**src/opaddr_params.svh**
```systemverilog
// Constants of the operand address decoder.
// Assumes inclusion by the decoder module only.
`ifndef OPADDR_PARAMS_SVH
`define OPADDR_PARAMS_SVH
`define STEP_BYTE     32'h0000_0001
`define STEP_WORD     32'h0000_0002
`define STEP_LONG     32'h0000_0004
`define PC_LONG_MASK  32'hFFFF_FFFC
`define IMM20_SHIFT   8
`define FLD_DEST_HI   11
`define FLD_DEST_LO   8
`define FLD_SRC_HI    7
`define FLD_SRC_LO    4
`endif

```
**src/opaddr_pkg.sv**
```systemverilog
// Types shared by the operand address decoder and its bench.
// Assumes opaddr_params.svh is on the include path.
package opaddr_pkg;
  typedef enum logic [1:0] {
    SZ_BYTE = 2'b00,
    SZ_WORD = 2'b01,
    SZ_LONG = 2'b10
  } access_size_t;

  typedef enum logic [4:0] {
    M_REG_DIRECT  = 5'b00000,
    M_REG_IND     = 5'b00001,
    M_POST_INC    = 5'b00010,
    M_PRE_DEC     = 5'b00011,
    M_DISP4       = 5'b00100,
    M_DISP12      = 5'b00101,
    M_IDX_REG     = 5'b00110,
    M_GBR_DISP    = 5'b00111,
    M_GBR_IDX     = 5'b01000,
    M_TBR_DBL     = 5'b01001,
    M_PC_DISP     = 5'b01010,
    M_PC_REL8     = 5'b01011,
    M_PC_REL12    = 5'b01100,
    M_PC_REG      = 5'b01101,
    M_IMM20       = 5'b01110,
    M_IMM20S      = 5'b01111,
    M_IMM8_ZX     = 5'b10000,
    M_IMM8_SX     = 5'b10001,
    M_TRAP        = 5'b10010,
    M_BIT3        = 5'b10011,
    M_MAC         = 5'b10100
  } addr_mode_t;

  typedef struct packed {
    addr_mode_t   mode;
    access_size_t size;
    logic [31:0]  insn;
  } dec_req_t;

  typedef struct packed {
    logic [31:0] dest_general_reg;
    logic [31:0] src_general_reg;
    logic [31:0] index_reg_zero;
    logic [31:0] global_base_reg;
    logic [31:0] jump_table_base_reg;
    logic [31:0] pc;
  } reg_vals_t;

  typedef struct packed {
    logic        valid;
    logic [3:0]  dest_idx;
    logic [3:0]  src_idx;
    logic        use_reg;
    logic        mem_access;
    logic [31:0] eff_addr;
    logic        wb_en;
    logic [3:0]  wb_idx;
    logic [31:0] wb_val;
    logic        wb2_en;
    logic [3:0]  wb2_idx;
    logic [31:0] wb2_val;
    logic        indirect;
    logic        acc_dest;
    logic [31:0] imm;
    logic [2:0]  bit_pos;
  } dec_out_t;
endpackage : opaddr_pkg

```
**src/operand_address_decoder.sv**
```systemverilog
// Operand address decoder: fields, effective addresses, base updates and
// immediates, registered one cycle after each request.
// Assumes the decode stage gives mode, size and instruction word (16-bit
// forms in bits 15:0, 32-bit forms with first halfword in bits 31:16),
// and that register values read for the named registers arrive alongside.
// Operation
// [RQ1] Register direct selects the named register, no memory access.
// [RQ2] Register indirect uses the register contents unchanged as address.
// [RQ3] Post-increment addresses with base, then adds 1, 2 or 4 after.
// [RQ4] Pre-decrement subtracts 1, 2 or 4, writes back, uses reduced value.
// [RQ5] Short displacement: zero-extend 4 bits, scale by size, add to base.
// [RQ6] Long displacement: zero-extend 12 bits, add unscaled to base.
// [RQ7] Indexed indirect adds named register and register zero.
// [RQ8] Global-base displacement: zero-extend 8 bits, scale by size, add.
// [RQ9] Indexed global-base adds global base and register zero.
// [RQ10] Table double-indirect: base plus disp times 4, fetch target there.
// [RQ11] Counter offset: word doubles, long quadruples, counter masked.
// [RQ12] Short branch: sign-extend 8 bits, double, add counter.
// [RQ13] Long branch: sign-extend 12 bits, double, add counter.
// [RQ14] Far branch target is counter plus named register.
// [RQ15] Plain 20-bit immediate is sign-extended to 32 bits.
// [RQ16] Shifted 20-bit immediate sits in bits 27:8, zeros below.
// [RQ17] Test and logic immediates are zero-extended from 8 bits.
// [RQ18] Move, add and equality compare immediates are sign-extended.
// [RQ19] Trap immediate is zero-extended and multiplied by four.
// [RQ20] Bit operations take the 3-bit field as target bit position.
// [RQ21] Three-field format: dest 11:8, source 7:4, displacement 3:0.
// [RQ22] Accumulate ops: two post-increment pointers, accumulators as target.
// [RQ23] 32-bit immediate load joins first-halfword bits with second halfword.
// [RQ24] All address arithmetic is 32 bits, carries out of bit 31 dropped.
`timescale 1ns/10ps
`include "opaddr_params.svh"

module operand_address_decoder
  import opaddr_pkg::*;
(
  input  wire logic      sys_clk,
  input  wire logic      reset,
  input  wire logic      req_valid,
  input  wire dec_req_t  req,
  input  wire reg_vals_t regs,
  output dec_out_t       dec_out
);

  dec_out_t    dec_ff;
  dec_out_t    nxt_dec;
  logic [15:0] hw;
  logic [31:0] step;
  logic [31:0] disp4_scaled;
  logic [31:0] disp8_scaled;
  logic [31:0] pc_disp;
  logic [19:0] imm20;

  // Short forms sit in the low halfword; the 32-bit forms keep their
  // first halfword on top, so the 20-bit immediate forms take their register field from there.
  assign hw = req.insn[15:0];
  assign imm20 = {req.insn[23:20], req.insn[15:0]}; // RQ23

  always_comb begin
    case (req.size)
      SZ_BYTE: step = `STEP_BYTE;
      SZ_WORD: step = `STEP_WORD;
      default: step = `STEP_LONG;
    endcase
  end

  always_comb begin
    case (req.size)
      SZ_BYTE: disp4_scaled = {28'h000_0000, hw[3:0]}; // RQ5
      SZ_WORD: disp4_scaled = {27'h000_0000, hw[3:0], 1'b0}; // RQ5
      default: disp4_scaled = {26'h000_0000, hw[3:0], 2'b00}; // RQ5
    endcase
  end

  always_comb begin
    case (req.size)
      SZ_BYTE: disp8_scaled = {24'h00_0000, hw[7:0]}; // RQ8
      SZ_WORD: disp8_scaled = {23'h00_0000, hw[7:0], 1'b0}; // RQ8
      default: disp8_scaled = {22'h00_0000, hw[7:0], 2'b00}; // RQ8
    endcase
  end

  always_comb begin
    if (req.size == SZ_LONG) begin
      pc_disp = (regs.pc & `PC_LONG_MASK)
                + {22'h00_0000, hw[7:0], 2'b00}; // RQ11
    end else begin
      pc_disp = regs.pc + {23'h00_0000, hw[7:0], 1'b0}; // RQ11
    end
  end

  always_comb begin
    nxt_dec            = '0;
    nxt_dec.valid      = req_valid;
    nxt_dec.dest_idx   = hw[`FLD_DEST_HI:`FLD_DEST_LO]; // RQ21
    nxt_dec.src_idx    = hw[`FLD_SRC_HI:`FLD_SRC_LO]; // RQ21
    nxt_dec.mem_access = 1'b1;
    case (req.mode)
      M_REG_DIRECT: begin
        nxt_dec.use_reg    = 1'b1; // RQ1
        nxt_dec.mem_access = 1'b0; // RQ1
      end
      M_REG_IND: nxt_dec.eff_addr = regs.dest_general_reg; // RQ2
      M_POST_INC: begin
        nxt_dec.eff_addr = regs.dest_general_reg; // RQ3
        nxt_dec.wb_en    = 1'b1;
        nxt_dec.wb_idx   = nxt_dec.dest_idx;
        nxt_dec.wb_val   = regs.dest_general_reg + step; // RQ3 RQ24
      end
      M_PRE_DEC: begin
        nxt_dec.eff_addr = regs.dest_general_reg - step; // RQ4 RQ24
        nxt_dec.wb_en    = 1'b1;
        nxt_dec.wb_idx   = nxt_dec.dest_idx;
        nxt_dec.wb_val   = regs.dest_general_reg - step; // RQ4
      end
      M_DISP4:
        nxt_dec.eff_addr = regs.dest_general_reg + disp4_scaled; // RQ5
      M_DISP12:
        nxt_dec.eff_addr = regs.dest_general_reg
                           + {20'h0_0000, req.insn[11:0]}; // RQ6
      M_IDX_REG:
        nxt_dec.eff_addr = regs.dest_general_reg
                           + regs.index_reg_zero; // RQ7
      M_GBR_DISP:
        nxt_dec.eff_addr = regs.global_base_reg + disp8_scaled; // RQ8
      M_GBR_IDX:
        nxt_dec.eff_addr = regs.global_base_reg
                           + regs.index_reg_zero; // RQ9
      M_TBR_DBL: begin
        nxt_dec.eff_addr = regs.jump_table_base_reg
                           + {22'h00_0000, hw[7:0], 2'b00}; // RQ10
        nxt_dec.indirect = 1'b1; // RQ10
      end
      M_PC_DISP: nxt_dec.eff_addr = pc_disp; // RQ11
      M_PC_REL8: begin
        nxt_dec.eff_addr   = regs.pc
                             + {{23{hw[7]}}, hw[7:0], 1'b0}; // RQ12
        nxt_dec.mem_access = 1'b0;
      end
      M_PC_REL12: begin
        nxt_dec.eff_addr   = regs.pc
                             + {{19{hw[11]}}, hw[11:0], 1'b0}; // RQ13
        nxt_dec.mem_access = 1'b0;
      end
      M_PC_REG: begin
        nxt_dec.eff_addr   = regs.pc + regs.dest_general_reg; // RQ14
        nxt_dec.mem_access = 1'b0;
      end
      M_IMM20: begin
        nxt_dec.mem_access = 1'b0;
        nxt_dec.dest_idx   = req.insn[27:24]; // RQ23
        nxt_dec.imm        = {{12{imm20[19]}}, imm20}; // RQ15
      end
      M_IMM20S: begin
        nxt_dec.mem_access = 1'b0;
        nxt_dec.dest_idx   = req.insn[27:24]; // RQ23
        nxt_dec.imm        = {{4{imm20[19]}}, imm20, 8'h00}; // RQ16
      end
      M_IMM8_ZX: begin
        nxt_dec.mem_access = 1'b0;
        nxt_dec.imm        = {24'h00_0000, hw[7:0]}; // RQ17
      end
      M_IMM8_SX: begin
        nxt_dec.mem_access = 1'b0;
        nxt_dec.imm        = {{24{hw[7]}}, hw[7:0]}; // RQ18
      end
      M_TRAP: begin
        nxt_dec.mem_access = 1'b0;
        nxt_dec.imm        = {22'h00_0000, hw[7:0], 2'b00}; // RQ19
      end
      M_BIT3: begin
        nxt_dec.mem_access = 1'b0;
        nxt_dec.bit_pos    = hw[2:0]; // RQ20
      end
      M_MAC: begin
        // Both fields are source pointers; results go to the accumulators.
        nxt_dec.eff_addr = regs.src_general_reg;
        nxt_dec.acc_dest = 1'b1; // RQ22
        nxt_dec.wb_en    = 1'b1;
        nxt_dec.wb_idx   = nxt_dec.src_idx;
        nxt_dec.wb_val   = regs.src_general_reg + step;
        nxt_dec.wb2_en   = 1'b1; // RQ22
        nxt_dec.wb2_idx  = nxt_dec.dest_idx;
        nxt_dec.wb2_val  = regs.dest_general_reg + step; // RQ22
      end
      default: nxt_dec.mem_access = 1'b0;
    endcase
    if (!req_valid) begin
      nxt_dec = '0;
    end
  end

  always_ff @(posedge sys_clk) begin
    if (reset) begin
      dec_ff <= '0;
    end else begin
      dec_ff <= nxt_dec;
    end
  end

  assign dec_out = dec_ff;

  property p_post_inc;
    @(posedge sys_clk) disable iff (reset)
    (req_valid && req.mode == M_POST_INC && req.size == SZ_LONG) |=>
      (dec_out.wb_val == dec_out.eff_addr + 32'h0000_0004);
  endproperty
  a_post_inc: assert property (p_post_inc) // RQ3
    else $error("Post-increment step is wrong.");

  property p_pre_dec;
    @(posedge sys_clk) disable iff (reset)
    (req_valid && req.mode == M_PRE_DEC && req.size == SZ_WORD) |=>
      (dec_out.eff_addr == $past(regs.dest_general_reg) - 32'h0000_0002
       && dec_out.wb_val == dec_out.eff_addr);
  endproperty
  a_pre_dec: assert property (p_pre_dec) // RQ4
    else $error("Pre-decrement address is wrong.");

  property p_reg_direct;
    @(posedge sys_clk) disable iff (reset)
    (req_valid && req.mode == M_REG_DIRECT) |=>
      (dec_out.use_reg && !dec_out.mem_access && !dec_out.wb_en);
  endproperty
  a_reg_direct: assert property (p_reg_direct) // RQ1
    else $error("Register direct accessed memory.");

  property p_disp12;
    @(posedge sys_clk) disable iff (reset)
    (req_valid && req.mode == M_DISP12) |=>
      (dec_out.eff_addr == $past(regs.dest_general_reg)
       + {20'h0_0000, $past(req.insn[11:0])});
  endproperty
  a_disp12: assert property (p_disp12) // RQ6
    else $error("Long displacement address is wrong.");

  property p_gbr_idx;
    @(posedge sys_clk) disable iff (reset)
    (req_valid && req.mode == M_GBR_IDX) |=>
      (dec_out.eff_addr == $past(regs.global_base_reg)
       + $past(regs.index_reg_zero));
  endproperty
  a_gbr_idx: assert property (p_gbr_idx) // RQ9
    else $error("Indexed global-base address is wrong.");

  property p_imm20s;
    @(posedge sys_clk) disable iff (reset)
    (req_valid && req.mode == M_IMM20S) |=>
      (dec_out.imm[7:0] == 8'h00
       && dec_out.imm[31:28] == {4{dec_out.imm[27]}});
  endproperty
  a_imm20s: assert property (p_imm20s) // RQ16
    else $error("Shifted immediate layout is wrong.");

  property p_trap;
    @(posedge sys_clk) disable iff (reset)
    (req_valid && req.mode == M_TRAP) |=>
      (dec_out.imm[1:0] == 2'b00 && dec_out.imm[31:10] == 22'h00_0000);
  endproperty
  a_trap: assert property (p_trap) // RQ19
    else $error("Trap vector offset is wrong.");

  property p_pc_long;
    @(posedge sys_clk) disable iff (reset)
    (req_valid && req.mode == M_PC_DISP && req.size == SZ_LONG) |=>
      (dec_out.eff_addr[1:0] == 2'b00);
  endproperty
  a_pc_long: assert property (p_pc_long) // RQ11
    else $error("Longword counter address not aligned.");

  property p_mac;
    @(posedge sys_clk) disable iff (reset)
    (req_valid && req.mode == M_MAC) |=>
      (dec_out.acc_dest && dec_out.wb_idx == dec_out.src_idx
       && dec_out.wb2_en && dec_out.wb2_idx == dec_out.dest_idx);
  endproperty
  a_mac: assert property (p_mac) // RQ22
    else $error("Accumulate pointer updates are wrong.");

  property p_rel8;
    @(posedge sys_clk) disable iff (reset)
    (req_valid && req.mode == M_PC_REL8) |=>
      (dec_out.eff_addr == $past(regs.pc)
       + {{23{$past(req.insn[7])}}, $past(req.insn[7:0]), 1'b0});
  endproperty
  a_rel8: assert property (p_rel8) // RQ12
    else $error("Short branch target is wrong.");

  property p_disp4;
    @(posedge sys_clk) disable iff (reset)
    (req_valid && req.mode == M_DISP4 && req.size == SZ_LONG) |=>
      (dec_out.eff_addr == $past(regs.dest_general_reg)
       + {26'h000_0000, $past(req.insn[3:0]), 2'b00});
  endproperty
  a_disp4: assert property (p_disp4) // RQ5
    else $error("Short displacement address is wrong.");

  property p_idle;
    @(posedge sys_clk) disable iff (reset)
    !req_valid |=> !dec_out.valid && !dec_out.wb_en;
  endproperty
  a_idle: assert property (p_idle)
    else $error("Output valid without a request.");

  c_post_inc: cover property (@(posedge sys_clk) disable iff (reset)
    req_valid && req.mode == M_POST_INC);
  c_tbr: cover property (@(posedge sys_clk) disable iff (reset)
    req_valid && req.mode == M_TBR_DBL);
  c_mac: cover property (@(posedge sys_clk) disable iff (reset)
    req_valid && req.mode == M_MAC);
  c_rel12_neg: cover property (@(posedge sys_clk) disable iff (reset)
    req_valid && req.mode == M_PC_REL12 && req.insn[11]);

endmodule : operand_address_decoder

```
**config.mk**
```make
export PLATFORM = sky130hd
export DESIGN_NAME = operand_address_decoder
export DESIGN_NICKNAME = d
export VERILOG_FILES = /design/src/opaddr_pkg.sv /design/src/operand_address_decoder.sv
export VERILOG_INCLUDE_DIRS = /design/src /design/src/src
export SDC_FILE = /design/constraint.sdc
export NUM_CORES = 1
export LEC_CHECK = 0
export BUFFER_PORTS_ARGS = -buffer_cell sky130_fd_sc_hd__buf_2
export CELL_PAD_IN_SITES_DETAIL_PLACEMENT = 1
export CELL_PAD_IN_SITES_GLOBAL_PLACEMENT = 2
export CORE_UTILIZATION = 33
export DETAILED_ROUTE_END_ITERATION = 7
export HOLD_SLACK_MARGIN = 0.05
export PLACE_DENSITY = 0.88
export SYNTH_ARGS = -nofsm -noshare
export SYNTH_HDL_FRONTEND = slang
export SYNTH_SLANG_ARGS = --single-unit
```
**constraint.sdc**
```tcl
create_clock -name sys_clk -period 8.38 [get_ports sys_clk]
set_input_delay 2.514 -clock sys_clk [delete_from_list [all_inputs] [get_ports sys_clk]]
set_output_delay 2.514 -clock sys_clk [all_outputs]
set_load 0.03 [all_outputs]
```
==> results.cfg, run 1 <==
[outcome]
status = completed

[synth]
netlist.area_leader.share_pct = 19.2
synthCells = 2130
ys_types = 75
synth_edf_count = 0
synth-main-ff-cell = dfxtp_1
synth_warnings = 0
avgSynthCellArea_sq_um = 7.30
seq_area_frac_synth_pct = 19.2
synth_common_cells = nor2_1 (224), nand2_1 (201), a21oi_1 (172)
synth_top_area_cell = dfxtp_1
synth_area_sq_um = 15600
syn_nets = 2490
async_flop_share_pct = 0
synth_most_common_cell = nor2_1
ys_ff_latch = 149
synthTopCellsByArea = dfxtp_1 (19%), ha_1 (9.5%), xnor2_1 (6.8%)

[grt]
grt_pass1_wl_microns = 111000
grt_pass1_vias = 17600
grt_usage_pct = 31.1
antenna_found_initial = 10
grt_max_degree = 38
grt_overflow = 0

[pwr]
p_sw_share_pct = 38.5
combPwrFrac_pct = 33.9
p_clk_share_pct = 34.2
power.leakage_nw = 8.02
ir_worst_vdd_mv = 0.173
p_int_mw = 1.38
power_density_nw_per_um2 = 122
p_seq_share_pct = 31.9
switching_power_mw = 0.866

[final_layout]
finalNonFillerCells = 3047
fillCellCount = 5886
fin_nets = 2780
largest_reg_flops = 149
layout-drive-gt1-share_pct = 19.2
area_growth_pct = 18.8

[drt]
via_count = 18400
wirelength_microns = 76700
firstDrtPassIters = 8
drtIter0Drc = 1542
routed_via_density = 6.03
wl_per_cell_microns = 25.2
antenna_left = 0
drc = 0

[clocking]
htreeDepth = 4
clkTransAtPathRegs_ns = 0.08
post-cts-setup-buffer-count = 0
cts_hold_buf = 0
cts_buffers = 17
cts_tree = done
cts_max_path_buffers = 2
cts.repair.resized = 0
clock-sinks = 149
cts_root_buffer = clkbuf_16

[die]
die-area_sq_um = 48000
fp.dieH_microns = 219
initial_core_util_pct = 33.4
die_w_microns = 219
coreArea_sq_um = 46600
ios = 388
fp-row-count = 79

[timing]
maxSlewViolCount = 0
finalSetupViolCount = 0
hold_viol = 0
fin_crit_sh_pct = 83.4
slew_headroom_pct = 30.1
worst_slew_pin_slew_ns = 1.04
finalSetupTns_ns = 0
min_period_ns = 6.99
rsz0062_at_grt = no
max_freq_mhz = 143

[worst_hold_path]
hold_path_class = input pin to flip-flop

[worst_setup_path]
cp-startpoint = req[35]
cp_max_fo = 30
arrival_ns = 7.31
startpoint_type = input pin
path_class = input pin to flip-flop
end_kind = flip-flop
worstPathRequired_ns = 8.69
cp-endpoint = dec_out[136]$_SDFF_PP0_

[placed_design]
dp_cells = 3008
finalWeightedCongestion = 0.951
dp_hpwl_microns = 61700
port_buffers = 379

[flow_run]
drv_cap = 0
==> worst min-delay path by stage <==
stage | startpoint | end | slack [ns] | cells after the start
finish | req[27] | dec_out[152]$_SDFF_PP0_ | 2.28 | 3
global route | req[21] | dec_out[28]$_SDFF_PP0_ | 2.27 | 3
CTS | req[27] | dec_out[152]$_SDFF_PP0_ | 2.26 | 3
detailed placement | req[26] | dec_out[151]$_SDFF_PP0_ | 2.77 | 3
global placement | req[26] | dec_out[151]$_SDFF_PP0_ | 2.75 | 3
floorplan | req[0] | dec_out[0]$_SDFF_PP0_ | 2.64 | 1
==> cell type report <==
cell class | count | area [sq um] | area share [%]
Antenna cell | 7 | 17.5 | 0.0948
Clock buffer | 19 | 453 | 2.45
Clock inverter | 13 | 113 | 0.609
Inverter | 49 | 184 | 0.995
Multi-Input combinational cell | 1796 | 11900 | 64.2
Sequential cell | 149 | 2980 | 16.1
Tap cell | 607 | 759 | 4.11
Timing Repair Buffer | 407 | 2110 | 11.4
==> stage by stage <==
step	worst slack [ns]	util, %	area [sq um]	hold WS (ns)	power [mW]
detailed placement	1.11	38.5	17900	2.77	1.47
CTS	1.61	39.7	18500	2.26	2.24
global placement	1.14	38.5	17900	2.75	1.46
global route	1.19	39.7	18500	2.27	2.35
finish	1.39	39.7	18500	2.28	2.25
floorplan	2.16	-	15600	2.64	1.19
==> kinds of logic after synthesis <==
kind of cell / share of synthesized area [%]
AO/OA/AOI/OAI: 27.8
flip-flops: 19.2
buffers and inverters: 4.74
XOR/XNOR: 11.5
adder cells (fa/ha/maj): 10.5
multiplexers: 1.37
AND/OR/NAND/NOR: 24.9
==> power groups by stage <==
stage          Sequential, mW  Combinational [mW]  Clock [mW]
3_5_place_dp            0.735               0.737           0
5_1_grt                 0.718               0.815       0.813
6_report                0.718               0.762       0.769
3_3_place_gp            0.734               0.723           0
4_1_cts                 0.718               0.742       0.784
2_1_floorplan           0.749               0.444           0
==> placed cells by master, fill, tap and decap left out, types with 20 or more instances in the layout <==
cell type | netlist | final
a21oi_1 | 172 | 171
buf_4 | 5 | 28
a22oi_1 | 28 | 28
nor2_1 | 224 | 222
a21o_1 | 41 | 41
ha_1 | 118 | 118
xnor2_1 | 121 | 121
nand2b_1 | 23 | 23
nor3_1 | 47 | 47
and3_1 | 46 | 46
o21ai_0 | 118 | 117
a222oi_1 | 22 | 22
nand3_1 | 75 | 75
a22o_1 | 20 | 20
nand2_1 | 201 | 201
inv_1 | 49 | 49
buf_2 | 7 | 379
xor2_1 | 84 | 84
a221oi_1 | 51 | 51
and2_1 | 46 | 46
a31oi_1 | 36 | 36
a211oi_1 | 23 | 23
nand4_1 | 34 | 34
dfxtp_1 | 149 | 149
==> routing by layer <==
layer  GRT usage, %  vias to the layer above  share of wire, %
li1               -                     8434                 -
met1           44.9                     9058                46
met2           46.8                      767                43
met3           4.73                      115               8.0
met4           9.86                        6               2.7
met5              0                        -             0.046
==> critical path, stage by stage <==
cell and delay [ns]:
buf_2 0.28, nor2b_1 0.40, and3_1 0.33, buf_4 0.38, a222oi_1 0.15, o21ai_0 0.19, ha_1 0.34, o211ai_1 0.12
o21ai_0 0.46, o211ai_1 0.25, o31ai_1 0.54, nor2_1 0.24, o211ai_1 0.15, nand4_1 0.12, a211oi_1 0.57, a41oi_1 0.26
Note: power is estimated with default switching activity, not from simulation.
==> inputs of run 2 (changes only) <==
Settings changed: CORE_UTILIZATION 33 to 28, PLACE_DENSITY 0.88 to 0.8.
Clock period 8.38 ns to 6.2 ns, I/O delays scaled along.
==> results.cfg, run 2 (synthesis gave the netlist of run 1 again) <==
[placed_design]
dp_hpwl_microns = 66500
dp_cells = 3211
finalWeightedCongestion = 0.914
placed_area_sq_um = 18500
port_buffers = 379
pre_cts_slack_ns = -0.0416

[grt]
grt_max_degree = 35
antenna_found_initial = 19
grt_overflow = 0
grt_pass1_vias = 18300
grt_usage_pct = 28.2
grt_pass1_wl_microns = 119000

[die]
die-area_sq_um = 56500
fp.dieH_microns = 238
initial_core_util_pct = 28.3
coreArea_sq_um = 55000
die_w_microns = 238
ios = 388
fp-row-count = 86

[timing]
setup_ws_ns = 0.400
min_period_ns = 5.80
worst_slew_pin_slew_ns = 1.26
fin_crit_sh_pct = 93.5
slew_headroom_pct = 15.5
rsz0062_at_grt = no
maxSlewViolCount = 0
hold_viol = 0
finalSetupViolCount = 0
whs_ns = 1.61
max_freq_mhz = 172

[worst_hold_path]
min_path_cells = 3
hp-start = req[26]
hold_path_class = input pin to flip-flop

[pwr]
p_seq_share_pct = 31.0
power.leakage_nw = 8.32
combPwrFrac_pct = 34.2
p_clk_share_pct = 34.7
switching_power_mw = 1.18
p_sw_share_pct = 37.7
ir_worst_vdd_mv = 0.218
p_int_mw = 1.95
power_density_nw_per_um2 = 163

[clocking]
cts_buffers = 17
post-cts-setup-buffer-count = 0
cts_hold_buf = 0
cts_tree = done
htreeDepth = 4
clkTransAtPathRegs_ns = 0.07
clock-sinks = 149
cts.repair.resized = 0
cts_root_buffer = clkbuf_16
cts_max_path_buffers = 2

[drt]
wl_per_cell_microns = 24.9
routed.top_layer = met5
route.met2.wl_microns = 36300
wl_met3_microns = 5620
routed_via_density = 5.64
firstDrtPassIters = 6
drc = 0
via_count = 18400
drtIter0Drc = 1547
wl_met1_microns = 37300
wirelength_microns = 81000
antenna_left = 0

[worst_setup_path]
path_class = input pin to flip-flop
arrival_ns = 6.11
slowest_stage = or3b_1
cp-endpoint = dec_out[141]$_SDFF_PP0_
path_cells = buf_2 > or3b_1 > nor2_2 > a222oi_1 > o21ai_0 > inv_1 > fa_1 > nor2b_1 > o2111ai_1 > a21oi_1 > o211ai_1 > a41o_1 > o21ai_0 > buf_4 > mux2i_1 > a211oi_1 > o221ai_1
cp-startpoint = req[35]
startpoint_type = input pin
slowest_delay_ns = 0.47
worstPathRequired_ns = 6.51
end_kind = flip-flop
crit_top_cell = o21ai_0
cp_max_fo = 10

[final_layout]
largest_reg_flops = 149
finalNonFillerCells = 3255
design_area_sq_um = 19200
mostFrequentLayoutCell = buf_2
post-route-util_pct = 34.8
most-common-layout-cells = buf_2 (379), nor2_1 (222), nand2_1 (201)
fillCellCount = 6886
layout-drive-gt1-share_pct = 21.1
fin_nets = 2842
area_growth_pct = 23.1

[outcome]
status = completed

[flow_run]
drv_cap = 0
run 2: final cells by class:
class,instances,area [sq um],area share [%]
multi-input cells,1796,11900,62.0
flip-flops and latches,149,2980,15.6
repair buffers,469,2570,13.4
well taps,748,936,4.89
clock buffers,19,433,2.26
inverters,49,184,0.960
clock inverters,13,148,0.771
diodes,12,30.0,0.157
run 2: through the flow:
stage / TNS, ns / power [mW]
2_1_floorplan: 0 / 1.61
3_3_place_gp: 0 / 2.02
3_5_place_dp: -0.0416 / 2.04
4_1_cts: 0 / 3.13
5_1_grt: 0 / 3.27
6_report: 0 / 3.13
run 2: worst min path at each step:
stage / end / slack [ns]
3_3_place_gp: dec_out[151]$_SDFF_PP0_ / 2.09
6_report: dec_out[151]$_SDFF_PP0_ / 1.61
2_1_floorplan: dec_out[0]$_SDFF_PP0_ / 1.98
4_1_cts: dec_out[149]$_SDFF_PP0_ / 1.59
3_5_place_dp: dec_out[149]$_SDFF_PP0_ / 2.11
5_1_grt: dec_out[151]$_SDFF_PP0_ / 1.62
run 2: layer usage:
layer | GRT usage [%] | vias to the layer above
met4 | 7.64 | 10
met1 | 39.6 | 9013
met3 | 4.08 | 85
met2 | 44.6 | 672
met5 | 0 | -
li1 | - | 8584
run 2: worst max-delay path, delay by kind of cell:
family	cells	cell delay (ns)
adder cells (fa/ha/maj)	1	0.44
AND/OR/NAND/NOR	3	1.04
AO/OA/AOI/OAI	9	2.18
buffers and inverters	3	0.47
multiplexers	1	0.10
run 2: power groups by stage:
| stage | Combinational, mW | Clock, mW | Sequential [mW] |
|---|---|---|---|
| floorplan | 0.600 | 0 | 1.01 |
| global placement | 1.02 | 0 | 0.992 |
| detailed placement | 1.04 | 0 | 0.992 |
| CTS | 1.05 | 1.11 | 0.971 |
| global route | 1.15 | 1.15 | 0.971 |
| finish | 1.07 | 1.09 | 0.971 |
==> inputs of run 3 (changes only) <==
Settings changed: CORE_UTILIZATION 28 to 31, CTS_BUF_LIST set to sky130_fd_sc_hd__clkbuf_8, PLACE_DENSITY 0.8 to 0.83.
Clock period 6.2 ns to 6.07 ns, I/O delays scaled along.
==> results.cfg, run 3 (synthesis gave the netlist of run 1 again) <==
[timing]
fin_crit_sh_pct = 91.9
hold_viol = 0
rsz0062_at_grt = no
maxSlewViolCount = 0
min_period_ns = 5.58
slew_headroom_pct = 8.01
whs_ns = 1.51
finalSetupViolCount = 0
max_freq_mhz = 179
worst_slew_pin_slew_ns = 1.37

[clocking]
cts_hold_buf = 0
cts_buffers = 17
post-cts-setup-buffer-count = 0
clock-sinks = 149
clkTransAtPathRegs_ns = 0.12
cts_tree = done
cts_max_path_buffers = 2
cts.repair.resized = 0
htreeDepth = 4
cts_root_buffer = clkbuf_8

[pwr]
power.leakage_nw = 8.45
ir_worst_vdd_mv = 0.115
power_density_nw_per_um2 = 158

[grt]
grt_pass1_vias = 18400
antenna_found_initial = 18
grt_max_degree = 37
grt_overflow = 0
grt_pass1_wl_microns = 116000
grt_usage_pct = 30.4

[outcome]
status = completed

[final_layout]
layout-drive-gt1-share_pct = 22.4
finalNonFillerCells = 3209
post-route-util_pct = 39.0
multi_input_area_sq_um = 11900
mostFrequentLayoutCell = buf_2
largest_reg_flops = 149
area_growth_pct = 23.5
fillCellCount = 6246
design_area_sq_um = 19200
seqCellArea_sq_um = 2980
fin_nets = 2883
most-common-layout-cells = buf_2 (379), nor2_1 (222), nand2_1 (201)

[drt]
drc = 0
routed_via_density = 5.83
routed.top_layer = met5
via_count = 18700
firstDrtPassIters = 8
wl_met1_microns = 35600
drtIter0Drc = 1643
route.met2.wl_microns = 34500
antenna_left = 0
wl_met3_microns = 6350
wl_per_cell_microns = 24.6
wirelength_microns = 78900

[worst_setup_path]
arrival_ns = 6.03
cp_max_fo = 28
path_class = input pin to flip-flop
worstPathRequired_ns = 6.52
startpoint_type = input pin
end_kind = flip-flop

[die]
ios = 388
fp-row-count = 81
initial_core_util_pct = 31.6
coreArea_sq_um = 49300
die-area_sq_um = 51100
fp.dieH_microns = 226
die_w_microns = 226

[worst_hold_path]
hold_path_class = input pin to flip-flop

[flow_run]
drv_cap = 0

[placed_design]
dp_hpwl_microns = 64800
placed_area_sq_um = 18800
port_buffers = 379
dp_cells = 3168
finalWeightedCongestion = 0.967
==> run 3: cell count changes in the layout (fill, tap and decap cells not counted), moves of 2 or more <==
cell	delta
buf_4	+40
clkbuf_8	+19
clkbuf_16	-17
diode_2	-3
clkbuf_1	-2
clkinv_4	-2
==> run 3: metal layers <==
metal / GRT usage (%) / up-vias
met3: 5.43 / 130
met1: 42.7 / 9155
met4: 10.5 / 18
li1: - / 8655
met5: 0 / -
met2: 46.5 / 739
==> run 3: per-stage QoR <==
step | power, mW | TNS (ns) | setup WS, ns
2_1_floorplan | 1.65 | 0 | 0.543
5_1_grt | 3.17 | 0 | 0.236
3_5_place_dp | 2.12 | -0.0345 | -0.0345
6_report | 3.03 | 0 | 0.492
4_1_cts | 3.03 | 0 | 0.596
3_3_place_gp | 2.10 | -0.0175 | -0.0175
==> run 3: where the power goes <==
group	switching (mW)	internal, mW
clock network	0.471	0.434
logic	0.707	0.427
registers	0.00381	0.987
total	1.18	1.85
==> run 3: final timing paths <==
check	start	to	slack, ns	cells after the start
setup / recovery	req[38]	dec_out[138]$_SDFF_PP0_	0.49	16
hold / removal	req[26]	dec_out[151]$_SDFF_PP0_	1.51	3
==> run 3: cell type report <==
cell class / count / share of cell area (%)
flip-flops and latches: 149 / 15.5
repair buffers: 510 / 15.1
diodes: 9 / 0.117
inverters: 49 / 0.957
clock inverters: 13 / 0.886
multi-input cells: 1796 / 61.8
clock buffers: 19 / 1.36
well taps: 664 / 4.32
==> run 3: worst max-delay path: stages <==
cell	delay, ns
buf_2	0.11
or3b_1	0.47
buf_4	0.18
nor2_2	0.20
buf_12	0.21
o21ai_0	0.18
ha_1	0.34
a211oi_1	0.08
o21ai_0	0.31
a31oi_1	0.24
o21ai_0	0.26
or3b_2	0.53
a21oi_1	0.26
mux2_2	0.37
a221oi_1	0.31
a21oi_1	0.13
